File: src/line_ber_aps_defines.vh
// Operation
// - debounce on: sync nibble needs eight equal frames
// - debounce off: sync nibble written straight through
// - fail subtotal spans programmed frames, window eight
// - degrade subtotal spans programmed frames, window eight
// - fail errors capped at limit; all ones disables
// - degrade errors capped at limit; all ones disables
// - fail declared when window sum reaches threshold
// - fail removed when window sum below threshold
// - degrade declared when window sum reaches threshold
// - degrade removed when window sum below threshold
// - K1 updates after three equal differing frames
// - K2 updates after three equal differing frames
// - accepted K1/K2 change can raise enabled interrupt
// - monitor enable low resets accumulation and alarm
// - clear mode uses eight times longer window
// - saturation mode picks per frame or subtotal
// - events latch status bits; status read clears
`ifndef LINE_BER_APS_DEFINES_VH
`define LINE_BER_APS_DEFINES_VH

// register indices; byte address is four times the index
`define IDX_IRQ_ENABLE 8'he0
`define IDX_IRQ_STATUS 8'he1
`define IDX_CONFIG 8'he2
`define IDX_SF_PERIOD_LOW 8'he3
`define IDX_SF_PERIOD_MID 8'he4
`define IDX_SF_PERIOD_HIGH 8'he5
`define IDX_SF_SAT_LOW 8'he6
`define IDX_SF_SAT_HIGH 8'he7
`define IDX_SF_DECLARE_LOW 8'he8
`define IDX_SF_DECLARE_HIGH 8'he9
`define IDX_SF_CLEAR_LOW 8'hea
`define IDX_SF_CLEAR_HIGH 8'heb
`define IDX_SD_PERIOD_LOW 8'hec
`define IDX_SD_PERIOD_MID 8'hed
`define IDX_SD_PERIOD_HIGH 8'hee
`define IDX_SD_SAT_LOW 8'hef
`define IDX_SD_SAT_HIGH 8'hf0
`define IDX_SD_DECLARE_LOW 8'hf1
`define IDX_SD_DECLARE_HIGH 8'hf2
`define IDX_SD_CLEAR_LOW 8'hf3
`define IDX_SD_CLEAR_HIGH 8'hf4
`define IDX_RX_K1 8'hf5
`define IDX_RX_K2 8'hf6
`define IDX_RX_SYNC 8'hf7

// configuration bit positions
`define CFG_SYNC_DEBOUNCE 7
`define CFG_FAIL_EN 6
`define CFG_FAIL_SAT_MODE 5
`define CFG_FAIL_CLR_MODE 4
`define CFG_DEG_EN 3
`define CFG_DEG_SAT_MODE 2
`define CFG_DEG_CLR_MODE 1
`define CFG_RESERVED 0

// interrupt enable / status bit positions
`define IRQ_APS_CHANGE 6
`define IRQ_SYNC_CHANGE 5
`define IRQ_FAIL 4
`define IRQ_DEGRADE 3
`define STAT_FAIL_STATE 2
`define STAT_DEG_STATE 1
`define IRQ_ENABLE_MASK 8'h78

// reset values and limits
`define CONFIG_RESET 8'h00
`define SAT_DISABLED 12'hfff
`define SUBTOTALS_DECLARE 8
`define SUBTOTALS_CLEAR 64
`define APS_PERSIST 2'd3
`define SYNC_PERSIST 4'd8

`endif

File: src/ber_alarm_channel.v
`timescale 1ns/1ps
`default_nettype none
`include "line_ber_aps_defines.vh"

module ber_alarm_channel (
  input wire hclk,
  input wire hresetn,
  input wire monitor_en,
  input wire [23:0] subtotal_period,
  input wire [11:0] saturation_limit,
  input wire saturation_mode,
  input wire clear_window_mode,
  input wire [11:0] declare_threshold,
  input wire [11:0] clear_threshold,
  input wire frame_pulse,
  input wire [11:0] frame_errors,
  output reg alarm,
  output reg alarm_event
);

  reg [11:0] ring [0:63];
  reg [5:0] wr_ptr;
  reg [11:0] subtotal;
  reg [23:0] frame_cnt;
  reg [14:0] sum_short;
  reg [17:0] sum_long;
  wire sat_off = (saturation_limit == `SAT_DISABLED);
  reg [11:0] frame_capped;
  reg [12:0] raw_sum;
  reg [11:0] next_subtotal;
  reg boundary;
  reg [14:0] next_short;
  reg [17:0] next_long;
  reg next_alarm;
  integer i;

  // saturation per frame or per subtotal, sums at the boundary
  always @* begin
    frame_capped = frame_errors;
    if (!sat_off && !saturation_mode && frame_errors > saturation_limit)
      frame_capped = saturation_limit;
    raw_sum = {1'b0, subtotal} + {1'b0, frame_capped};
    if (raw_sum[12])
      next_subtotal = 12'hfff; // subtotal register never wraps
    else
      next_subtotal = raw_sum[11:0];
    if (!sat_off && saturation_mode && next_subtotal > saturation_limit)
      next_subtotal = saturation_limit;
    // period zero behaves like one frame per subtotal
    boundary = frame_pulse && (frame_cnt + 24'h000001 >= subtotal_period);
    // slide both windows by one subtotal
    next_short = sum_short + {3'b000, next_subtotal}
      - {3'b000, ring[wr_ptr - 6'd8]};
    next_long = sum_long + {6'b000000, next_subtotal}
      - {6'b000000, ring[wr_ptr]};
    next_alarm = alarm;
    if (!alarm && next_short >= {3'b000, declare_threshold})
      next_alarm = 1'b1;
    else if (alarm && clear_window_mode
             && next_long < {6'b000000, clear_threshold})
      next_alarm = 1'b0;
    else if (alarm && !clear_window_mode
             && next_short < {3'b000, clear_threshold})
      next_alarm = 1'b0;
  end

  // accumulation and alarm state
  always @(posedge hclk or negedge hresetn) begin
    if (!hresetn) begin
      wr_ptr <= 6'd0;
      subtotal <= 12'h000;
      frame_cnt <= 24'h000000;
      sum_short <= 15'h0000;
      sum_long <= 18'h00000;
      alarm <= 1'b0;
      alarm_event <= 1'b0;
      for (i = 0; i < `SUBTOTALS_CLEAR; i = i + 1)
        ring[i] <= 12'h000;
    end else if (!monitor_en) begin
      // back to declaration monitoring with empty windows
      wr_ptr <= 6'd0;
      subtotal <= 12'h000;
      frame_cnt <= 24'h000000;
      sum_short <= 15'h0000;
      sum_long <= 18'h00000;
      alarm <= 1'b0;
      alarm_event <= alarm; // dropping an active alarm is a removal
      for (i = 0; i < `SUBTOTALS_CLEAR; i = i + 1)
        ring[i] <= 12'h000;
    end else begin
      alarm_event <= 1'b0;
      if (boundary) begin
        ring[wr_ptr] <= next_subtotal;
        wr_ptr <= wr_ptr + 6'd1;
        sum_short <= next_short;
        sum_long <= next_long;
        subtotal <= 12'h000;
        frame_cnt <= 24'h000000;
        alarm <= next_alarm;
        alarm_event <= (next_alarm != alarm);
      end else if (frame_pulse) begin
        subtotal <= next_subtotal;
        frame_cnt <= frame_cnt + 24'h000001;
      end
    end
  end

endmodule
`default_nettype wire

File: src/line_ber_aps_monitor.v
`timescale 1ns/1ps
`default_nettype none
`include "line_ber_aps_defines.vh"

module line_ber_aps_monitor (
  input wire hclk,
  input wire hresetn,
  input wire hsel,
  input wire [31:0] haddr,
  input wire [1:0] htrans,
  input wire hwrite,
  input wire [2:0] hsize,
  input wire hready,
  input wire [31:0] hwdata,
  output reg [31:0] hrdata,
  output wire hreadyout,
  output wire hresp,
  input wire frame_pulse,
  input wire [11:0] b2_errors,
  input wire [7:0] k1_in,
  input wire [7:0] k2_in,
  input wire [7:0] sync_in,
  output wire irq,
  output wire fail_alarm,
  output wire degrade_alarm
);

  // register bytes written by software
  reg [7:0] irq_enable;
  reg [7:0] config_reg;
  reg [23:0] fail_subtotal_period;
  reg [11:0] fail_saturation_limit;
  reg [11:0] fail_declare_threshold;
  reg [11:0] fail_clear_threshold;
  reg [23:0] degrade_subtotal_period;
  reg [11:0] degrade_saturation_limit;
  reg [11:0] degrade_declare_threshold;
  reg [11:0] degrade_clear_threshold;

  // received overhead state
  reg [7:0] aps_stored [0:1];
  reg [7:0] aps_cand [0:1];
  reg [1:0] aps_cnt [0:1];
  reg [1:0] aps_accept;
  reg [7:0] sync_stored;
  reg [3:0] sync_cand;
  reg [3:0] sync_cnt;
  reg sync_event;
  reg [3:0] irq_status;

  // bus phase tracking
  reg wr_pending;
  reg rd_pending;
  reg [7:0] dp_index;
  reg [7:0] rd_byte;
  reg status_read;

  wire [7:0] aps_in [0:1];
  wire [1:0] alarm_state;
  wire [1:0] alarm_event;
  wire [23:0] ch_period [0:1];
  wire [11:0] ch_sat [0:1];
  wire [11:0] ch_declare [0:1];
  wire [11:0] ch_clear [0:1];
  wire [1:0] ch_en;
  wire [1:0] ch_sat_mode;
  wire [1:0] ch_clr_mode;
  wire addr_take;
  wire sync_debounce_en;

  assign aps_in[0] = k1_in;
  assign aps_in[1] = k2_in;
  assign sync_debounce_en = config_reg[`CFG_SYNC_DEBOUNCE];

  // AHB-Lite: writes need no wait, reads take one wait state
  assign addr_take = hsel && hready && htrans[1];
  assign hreadyout = ~rd_pending;
  assign hresp = 1'b0;

  // upper nibble of a 12-bit value, padded for the byte lane
  function [7:0] high_nibble;
    input [11:0] value;
    begin
      high_nibble = {4'h0, value[11:8]};
    end
  endfunction

  // write merge for the low and high byte of a 12-bit field
  function [11:0] merge12;
    input [11:0] old;
    input hi;
    input [7:0] data;
    begin
      if (hi)
        merge12 = {data[3:0], old[7:0]};
      else
        merge12 = {old[11:8], data};
    end
  endfunction

  // read mux; unmapped indices read as zero
  always @* begin
    case (dp_index)
      `IDX_IRQ_ENABLE: rd_byte = irq_enable;
      `IDX_IRQ_STATUS: rd_byte = {1'b0, irq_status, alarm_state, 1'b0};
      `IDX_CONFIG: rd_byte = config_reg;
      `IDX_SF_PERIOD_LOW: rd_byte = fail_subtotal_period[7:0];
      `IDX_SF_PERIOD_MID: rd_byte = fail_subtotal_period[15:8];
      `IDX_SF_PERIOD_HIGH: rd_byte = fail_subtotal_period[23:16];
      `IDX_SF_SAT_LOW: rd_byte = fail_saturation_limit[7:0];
      `IDX_SF_SAT_HIGH: rd_byte = high_nibble(fail_saturation_limit);
      `IDX_SF_DECLARE_LOW: rd_byte = fail_declare_threshold[7:0];
      `IDX_SF_DECLARE_HIGH: rd_byte = high_nibble(fail_declare_threshold);
      `IDX_SF_CLEAR_LOW: rd_byte = fail_clear_threshold[7:0];
      `IDX_SF_CLEAR_HIGH: rd_byte = high_nibble(fail_clear_threshold);
      `IDX_SD_PERIOD_LOW: rd_byte = degrade_subtotal_period[7:0];
      `IDX_SD_PERIOD_MID: rd_byte = degrade_subtotal_period[15:8];
      `IDX_SD_PERIOD_HIGH: rd_byte = degrade_subtotal_period[23:16];
      `IDX_SD_SAT_LOW: rd_byte = degrade_saturation_limit[7:0];
      `IDX_SD_SAT_HIGH: rd_byte = high_nibble(degrade_saturation_limit);
      `IDX_SD_DECLARE_LOW: rd_byte = degrade_declare_threshold[7:0];
      `IDX_SD_DECLARE_HIGH:
        rd_byte = high_nibble(degrade_declare_threshold);
      `IDX_SD_CLEAR_LOW: rd_byte = degrade_clear_threshold[7:0];
      `IDX_SD_CLEAR_HIGH: rd_byte = high_nibble(degrade_clear_threshold);
      `IDX_RX_K1: rd_byte = aps_stored[0];
      `IDX_RX_K2: rd_byte = aps_stored[1];
      `IDX_RX_SYNC: rd_byte = sync_stored;
      default: rd_byte = 8'h00;
    endcase
  end

  // clear lands on the edge that latches the byte, so nothing is lost
  always @* begin
    status_read = rd_pending && (dp_index == `IDX_IRQ_STATUS);
  end

  // address phase capture and read data register
  always @(posedge hclk or negedge hresetn) begin
    if (!hresetn) begin
      wr_pending <= 1'b0;
      rd_pending <= 1'b0;
      dp_index <= 8'h00;
      hrdata <= 32'h00000000;
    end else begin
      if (rd_pending) begin
        // second data cycle: data and side effect land together
        hrdata <= {24'h000000, rd_byte};
        rd_pending <= 1'b0;
      end else begin
        wr_pending <= addr_take && hwrite;
        rd_pending <= addr_take && !hwrite;
        if (addr_take)
          dp_index <= haddr[9:2];
      end
    end
  end

  // software writes; reserved config bit stored as written
  always @(posedge hclk or negedge hresetn) begin
    if (!hresetn) begin
      irq_enable <= 8'h00;
      config_reg <= `CONFIG_RESET;
      fail_subtotal_period <= 24'h000000;
      fail_saturation_limit <= 12'h000;
      fail_declare_threshold <= 12'h000;
      fail_clear_threshold <= 12'h000;
      degrade_subtotal_period <= 24'h000000;
      degrade_saturation_limit <= 12'h000;
      degrade_declare_threshold <= 12'h000;
      degrade_clear_threshold <= 12'h000;
    end else if (wr_pending) begin
      case (dp_index)
        `IDX_IRQ_ENABLE: irq_enable <= hwdata[7:0] & `IRQ_ENABLE_MASK;
        `IDX_CONFIG: config_reg <= hwdata[7:0];
        `IDX_SF_PERIOD_LOW: fail_subtotal_period[7:0] <= hwdata[7:0];
        `IDX_SF_PERIOD_MID: fail_subtotal_period[15:8] <= hwdata[7:0];
        `IDX_SF_PERIOD_HIGH: fail_subtotal_period[23:16] <= hwdata[7:0];
        `IDX_SF_SAT_LOW, `IDX_SF_SAT_HIGH:
          fail_saturation_limit <= merge12(fail_saturation_limit,
            dp_index == `IDX_SF_SAT_HIGH, hwdata[7:0]);
        `IDX_SF_DECLARE_LOW, `IDX_SF_DECLARE_HIGH:
          fail_declare_threshold <= merge12(fail_declare_threshold,
            dp_index == `IDX_SF_DECLARE_HIGH, hwdata[7:0]);
        `IDX_SF_CLEAR_LOW, `IDX_SF_CLEAR_HIGH:
          fail_clear_threshold <= merge12(fail_clear_threshold,
            dp_index == `IDX_SF_CLEAR_HIGH, hwdata[7:0]);
        `IDX_SD_PERIOD_LOW: degrade_subtotal_period[7:0] <= hwdata[7:0];
        `IDX_SD_PERIOD_MID: degrade_subtotal_period[15:8] <= hwdata[7:0];
        `IDX_SD_PERIOD_HIGH:
          degrade_subtotal_period[23:16] <= hwdata[7:0];
        `IDX_SD_SAT_LOW, `IDX_SD_SAT_HIGH:
          degrade_saturation_limit <= merge12(degrade_saturation_limit,
            dp_index == `IDX_SD_SAT_HIGH, hwdata[7:0]);
        `IDX_SD_DECLARE_LOW, `IDX_SD_DECLARE_HIGH:
          degrade_declare_threshold <= merge12(degrade_declare_threshold,
            dp_index == `IDX_SD_DECLARE_HIGH, hwdata[7:0]);
        `IDX_SD_CLEAR_LOW, `IDX_SD_CLEAR_HIGH:
          degrade_clear_threshold <= merge12(degrade_clear_threshold,
            dp_index == `IDX_SD_CLEAR_HIGH, hwdata[7:0]);
        default: irq_enable <= irq_enable; // read-only or unmapped
      endcase
    end
  end

  // channel 0 is signal fail, channel 1 is signal degrade
  assign ch_period[0] = fail_subtotal_period;
  assign ch_period[1] = degrade_subtotal_period;
  assign ch_sat[0] = fail_saturation_limit;
  assign ch_sat[1] = degrade_saturation_limit;
  assign ch_declare[0] = fail_declare_threshold;
  assign ch_declare[1] = degrade_declare_threshold;
  assign ch_clear[0] = fail_clear_threshold;
  assign ch_clear[1] = degrade_clear_threshold;
  assign ch_en = {config_reg[`CFG_DEG_EN], config_reg[`CFG_FAIL_EN]};
  assign ch_sat_mode = {config_reg[`CFG_DEG_SAT_MODE],
                        config_reg[`CFG_FAIL_SAT_MODE]};
  assign ch_clr_mode = {config_reg[`CFG_DEG_CLR_MODE],
                        config_reg[`CFG_FAIL_CLR_MODE]};
  assign fail_alarm = alarm_state[1];
  assign degrade_alarm = alarm_state[0];

  genvar g;
  generate
    for (g = 0; g < 2; g = g + 1) begin : gen_ber
      // alarm_state keeps status-register order: fail high, degrade low
      ber_alarm_channel u_channel (
        .hclk(hclk),
        .hresetn(hresetn),
        .monitor_en(ch_en[g]),
        .subtotal_period(ch_period[g]),
        .saturation_limit(ch_sat[g]),
        .saturation_mode(ch_sat_mode[g]),
        .clear_window_mode(ch_clr_mode[g]),
        .declare_threshold(ch_declare[g]),
        .clear_threshold(ch_clear[g]),
        .frame_pulse(frame_pulse),
        .frame_errors(b2_errors),
        .alarm(alarm_state[1 - g]),
        .alarm_event(alarm_event[1 - g])
      );
    end
  endgenerate

  // K1 and K2 persistence: a differing value must repeat three times
  generate
    for (g = 0; g < 2; g = g + 1) begin : gen_aps
      always @(posedge hclk or negedge hresetn) begin
        if (!hresetn) begin
          aps_stored[g] <= 8'h00;
          aps_cand[g] <= 8'h00;
          aps_cnt[g] <= 2'd0;
          aps_accept[g] <= 1'b0;
        end else begin
          aps_accept[g] <= 1'b0;
          if (frame_pulse) begin
            if (aps_in[g] == aps_stored[g]) begin
              aps_cnt[g] <= 2'd0;
            end else if (aps_in[g] == aps_cand[g] && aps_cnt[g] != 2'd0)
            begin
              if (aps_cnt[g] + 2'd1 == `APS_PERSIST) begin
                aps_stored[g] <= aps_in[g];
                aps_accept[g] <= 1'b1;
                aps_cnt[g] <= 2'd0;
              end else begin
                aps_cnt[g] <= aps_cnt[g] + 2'd1;
              end
            end else begin
              aps_cand[g] <= aps_in[g];
              aps_cnt[g] <= 2'd1;
            end
          end
        end
      end
    end
  endgenerate

  // sync nibble capture, optionally debounced over eight frames
  always @(posedge hclk or negedge hresetn) begin
    if (!hresetn) begin
      sync_stored <= 8'h00;
      sync_cand <= 4'h0;
      sync_cnt <= 4'd0;
      sync_event <= 1'b0;
    end else begin
      sync_event <= 1'b0;
      if (frame_pulse) begin
        if (!sync_debounce_en) begin
          sync_stored <= sync_in;
          sync_event <= (sync_in[3:0] != sync_stored[3:0]);
          sync_cnt <= 4'd0;
        end else if (sync_in[3:0] == sync_cand && sync_cnt != 4'd0) begin
          if (sync_cnt + 4'd1 >= `SYNC_PERSIST) begin
            // upper nibble follows only on a confirmed lower nibble
            sync_stored <= sync_in;
            sync_event <= (sync_in[3:0] != sync_stored[3:0]);
            sync_cnt <= `SYNC_PERSIST;
          end else begin
            sync_cnt <= sync_cnt + 4'd1;
          end
        end else begin
          sync_cand <= sync_in[3:0];
          sync_cnt <= 4'd1;
        end
      end
    end
  end

  // sticky status; a new event beats a read-clear in the same cycle
  always @(posedge hclk or negedge hresetn) begin
    if (!hresetn) begin
      irq_status <= 4'h0;
    end else begin
      irq_status <= (status_read ? 4'h0 : irq_status)
        | {|aps_accept, sync_event, alarm_event};
    end
  end

  // one interrupt line, gated by the enable byte
  assign irq = |(irq_status & irq_enable[6:3]);

endmodule
`default_nettype wire

File: config.mk
export PLATFORM = sky130hd
export DESIGN_NAME = line_ber_aps_monitor
export DESIGN_NICKNAME = d
export VERILOG_FILES = /design/src/ber_alarm_channel.v /design/src/line_ber_aps_monitor.v
export VERILOG_INCLUDE_DIRS = /design/src
export SDC_FILE = /design/constraint.sdc
export NUM_CORES = 2
export LEC_CHECK = 0
export ABC_AREA = 1
export BUFFER_PORTS_ARGS = -buffer_cell sky130_fd_sc_hd__buf_2
export CAP_MARGIN = 10
export CELL_PAD_IN_SITES_DETAIL_PLACEMENT = 1
export CELL_PAD_IN_SITES_GLOBAL_PLACEMENT = 2
export CORE_MARGIN = 4
export CORE_UTILIZATION = 42
export CTS_CLUSTER_SIZE = 30
export DETAILED_ROUTE_END_ITERATION = 6
export PLACE_DENSITY = 0.82
export SLEW_MARGIN = 0
export SYNTH_ARGS = -nofsm -noshare
export SYNTH_HDL_FRONTEND = slang
export SYNTH_HIERARCHICAL = 1
export SYNTH_SLANG_ARGS = --single-unit
File: constraint.sdc
create_clock -name hclk -period 11.25 [get_ports hclk]
set_clock_uncertainty 0.05 [all_clocks]
set_input_delay 2.8125 -clock hclk [delete_from_list [all_inputs] [get_ports hclk]]
set_output_delay 2.8125 -clock hclk [all_outputs]
set_load 0.01 [all_outputs]
==> implementation parameters <==
Parameter                              Value

Synth
  Post-synthesis async set-or-reset flop share ... 1.00
  Post-Synthesis Cell Area ... 98100 um^2
  Primary flip-flop cell chosen by synthesis mapping ... dfrtp_1
  Distinct cell type count after synthesis ... 70
  Post-Synthesis Cells ... 11876
  Count of flip-flops with a built-in enable after synthesis ... 0
  Share of the yosys chip area belonging to registers ... 0.484
  Post-Synthesis Mean Instance Area ... 8.26 um^2
  Top area cells in the synthesized netlist ... dfrtp_1, nand2_1, o21ai_0
  Top cell type's share of synthesized area ... 0.484
  Cell taking the most area after synthesis ... dfrtp_1
  Synth Warn # ... 6
  Flip-flop and latch count after synthesis ... 1899

Setup path
  Most numerous cell on the critical path ... nand2_1
  Endpoint type of the worst setup path ... register
  Nature of the critical path startpoint ... input pin
  Master of the slowest instance on the critical path ... fa_1
  Worst-path maximum fanout ... 23
  R2R Setup Slk ... 2.36 ns
  WS Path Type ... input pin to register
  Worst reg-to-reg path cell count ... 47
  CP Data Required Time ... 11.93 ns
  Arrival time reported for the critical path endpoint ... 11.05 ns
  Crit-path max cell delay ... 0.45 ns

Layout
  Synth-to-Final Area Change ... 9.09%
  Share of the core filled with cells ... 0.460
  Ratio of cells with drive above 1 in the final layout ... 0.0805
  Most common cell after layout, fill and taps aside ... nand2_1
  Commonest cells after routing, fill and taps aside ... nand2_1, dfrtp_1, o21ai_0
  Number of flip-flops in the largest register ... 1536
  Register bank with the most flops ... gen_ber.u_channel/ring
  Final #Nets ... 11972
  Post-route cell area ... 107000 um^2
  Regs by FF count ... gen_ber.u_channel/ring x1536, gen_ber.u_channel/frame_cnt x48, gen_ber.u_channel/sum_long x36

Die
  Rows ... 177
  Core ar. ... 233000 um^2
  Die height ... 491 um
  Boundary Pins ... 148
  Area of the die ... 241000 um^2
  Chip width ... 491 um
  Initial Util ... 0.422

CTS
  Cts repair resizes ... 0
  CTS Hold Buffers Added ... 0
  CTS H-Tree Depth ... 4
  Clock slew at the register clock pins of the worst setup and hold paths ... 0.06 ns
  Buffer type at the clock tree root ... clkbuf_16
  Clock latency on the worst-skew pair ... 0.89 ns
  Number of setup buffers added after CTS ... 0
  Number of buffers created by CTS ... 211
  Largest buffer count on any clock path ... 3
  Clk sinks ... 1899
  TritonCTS clock tree ... yes

Drt
  Number of detailed-route iterations in the first pass ... 5
  Number of antenna-violating nets in the routed design ... 0
  Final wirelength ... 376000 um
  Initial detailed-routing violation count ... 7359
  Average vias per placed instance ... 5.86
  Per-cell routed wire length ... 25.5 um
  Via count ... 86483
  DRC viols ... 0

Place
  Pre-CTS worst setup slack ... 0.0674 ns
  Placer congestion estimate ... 0.917
  HPWL after DPL ... 246000 um
  Number of I/O port buffers ... 70
  Post-Place Cell Area ... 99800 um^2

Global routing
  Maximum number of pins on one net before global-route repair ... 161
  Sum of overflow across all layers after global routing ... 0
  Wire length of the first global-routing pass ... 571000 um
  Number of antenna violations at the first check in global routing ... 10
  Global-route usage over all layers ... 0.306
  Vias in the first global route ... 89421

Outcome
  Result of the run ... completed

Timing
  Final-report setup violation count ... 0
  Hold violation count in the final report ... 0
  Least-Margin Pin Slew ... 1.25 ns
  Fraction of the cycle the final worst path needs ... 0.922
  Max-slew headroom at the worst pin ... 0.163
  Fmax ... 96.4 MHz
  Final worst hold slack ... 0.381 ns
  Fin crit period ... 10.37 ns
  Setup repair after global routing missed its margin ... false
  Setup TNS ... 0 ns
  Number of slew-limit violations in the final report ... 0
  Final worst-path setup slack ... 0.879 ns

Pwr
  Worst supply voltage drop on vdd ... 547 uV
  Static Leak ... 0.0510 uW
  Power per cell area ... 232 nW/um^2

Min path
  Depth of the worst hold-timing path ... 1
  Hold Crit Class ... register to register

Run
  Count of maximum capacitance violations ... 0
## critical path, delay by kind of cell
kind / cells / cell delay, ns
AND/OR/NAND/NOR: 25 / 2.53
adder cells (fa/ha/maj): 7 / 2.15
AO/OA/AOI/OAI: 11 / 2.05
buffers and inverters: 9 / 1.23
XOR/XNOR: 1 / 0.29
## power by group
| group | switching [uW] | leakage, uW | internal [uW] |
|---|---|---|---|
| registers | 84.7 | 0.0257 | 6930 |
| logic | 7800 | 0.0218 | 2840 |
| clock network | 3050 | 0.00353 | 4150 |
## cell usage after synthesis, drive strengths merged, types with 82 or more instances
master	number
nand2	3754
a22oi	110
a221oi	125
inv	751
nor2	491
buf	544
o21ai	2036
a21oi	202
nand3	534
nand4	172
clkbuf	261
xor2	82
dfrtp	1899
ha	264
a22o	131
## cell families after synthesis
group	synth area share
AND/OR/NAND/NOR	0.217
multiplexers	0.000446
other	0.0000382
flip-flops	0.484
XOR/XNOR	0.0106
AO/OA/AOI/OAI	0.171
buffers and inverters	0.0729
adder cells (fa/ha/maj)	0.0439
## per-layer routing
metal  up-vias  part of all wire  track usage
li1      38867                 -            -
met1     44709              0.45        0.434
met2      2377              0.46        0.493
met3       524             0.060       0.0455
met4         6             0.025       0.0748
met5         -           0.00011            0
## final cells by class
cell class	count	area, um^2
Timing Repair Buffer	239	1870
Inverter	757	2870
Clock inverter	71	931
Fill cell	27743	125000
Clock buffer	317	6300
Multi-Input combinational cell	8439	43800
Sequential cell	1899	47500
Tap cell	3043	3810
Antenna cell	3	7.51
## worst paths after layout
| path | to | startpoint |
|---|---|---|
| worst max-delay path | gen_ber[1].u_channel/alarm | b2_errors[11] |
| worst min-delay path | irq_status[2] | sync_event |
| worst max register to register | gen_ber[0].u_channel/alarm | fail_saturation_limit[4] |
| worst min register to register | irq_status[2] | sync_event |
| max in group asynchronous | gen_ber[1].u_channel/ring[47] | hresetn |
| min in group asynchronous | gen_ber[0].u_channel/ring[278] | hresetn |
## stage by stage
step / power, uW / std cells
finish: 24900 / 14768
global route: 26300 / 14767
CTS: 24900 / 14763
detailed placement: 17700 / 14375
global placement: 17300 / 14375
floorplan: 13900 / 11900
No activity file was read; power rests on OpenSTA's default activity.
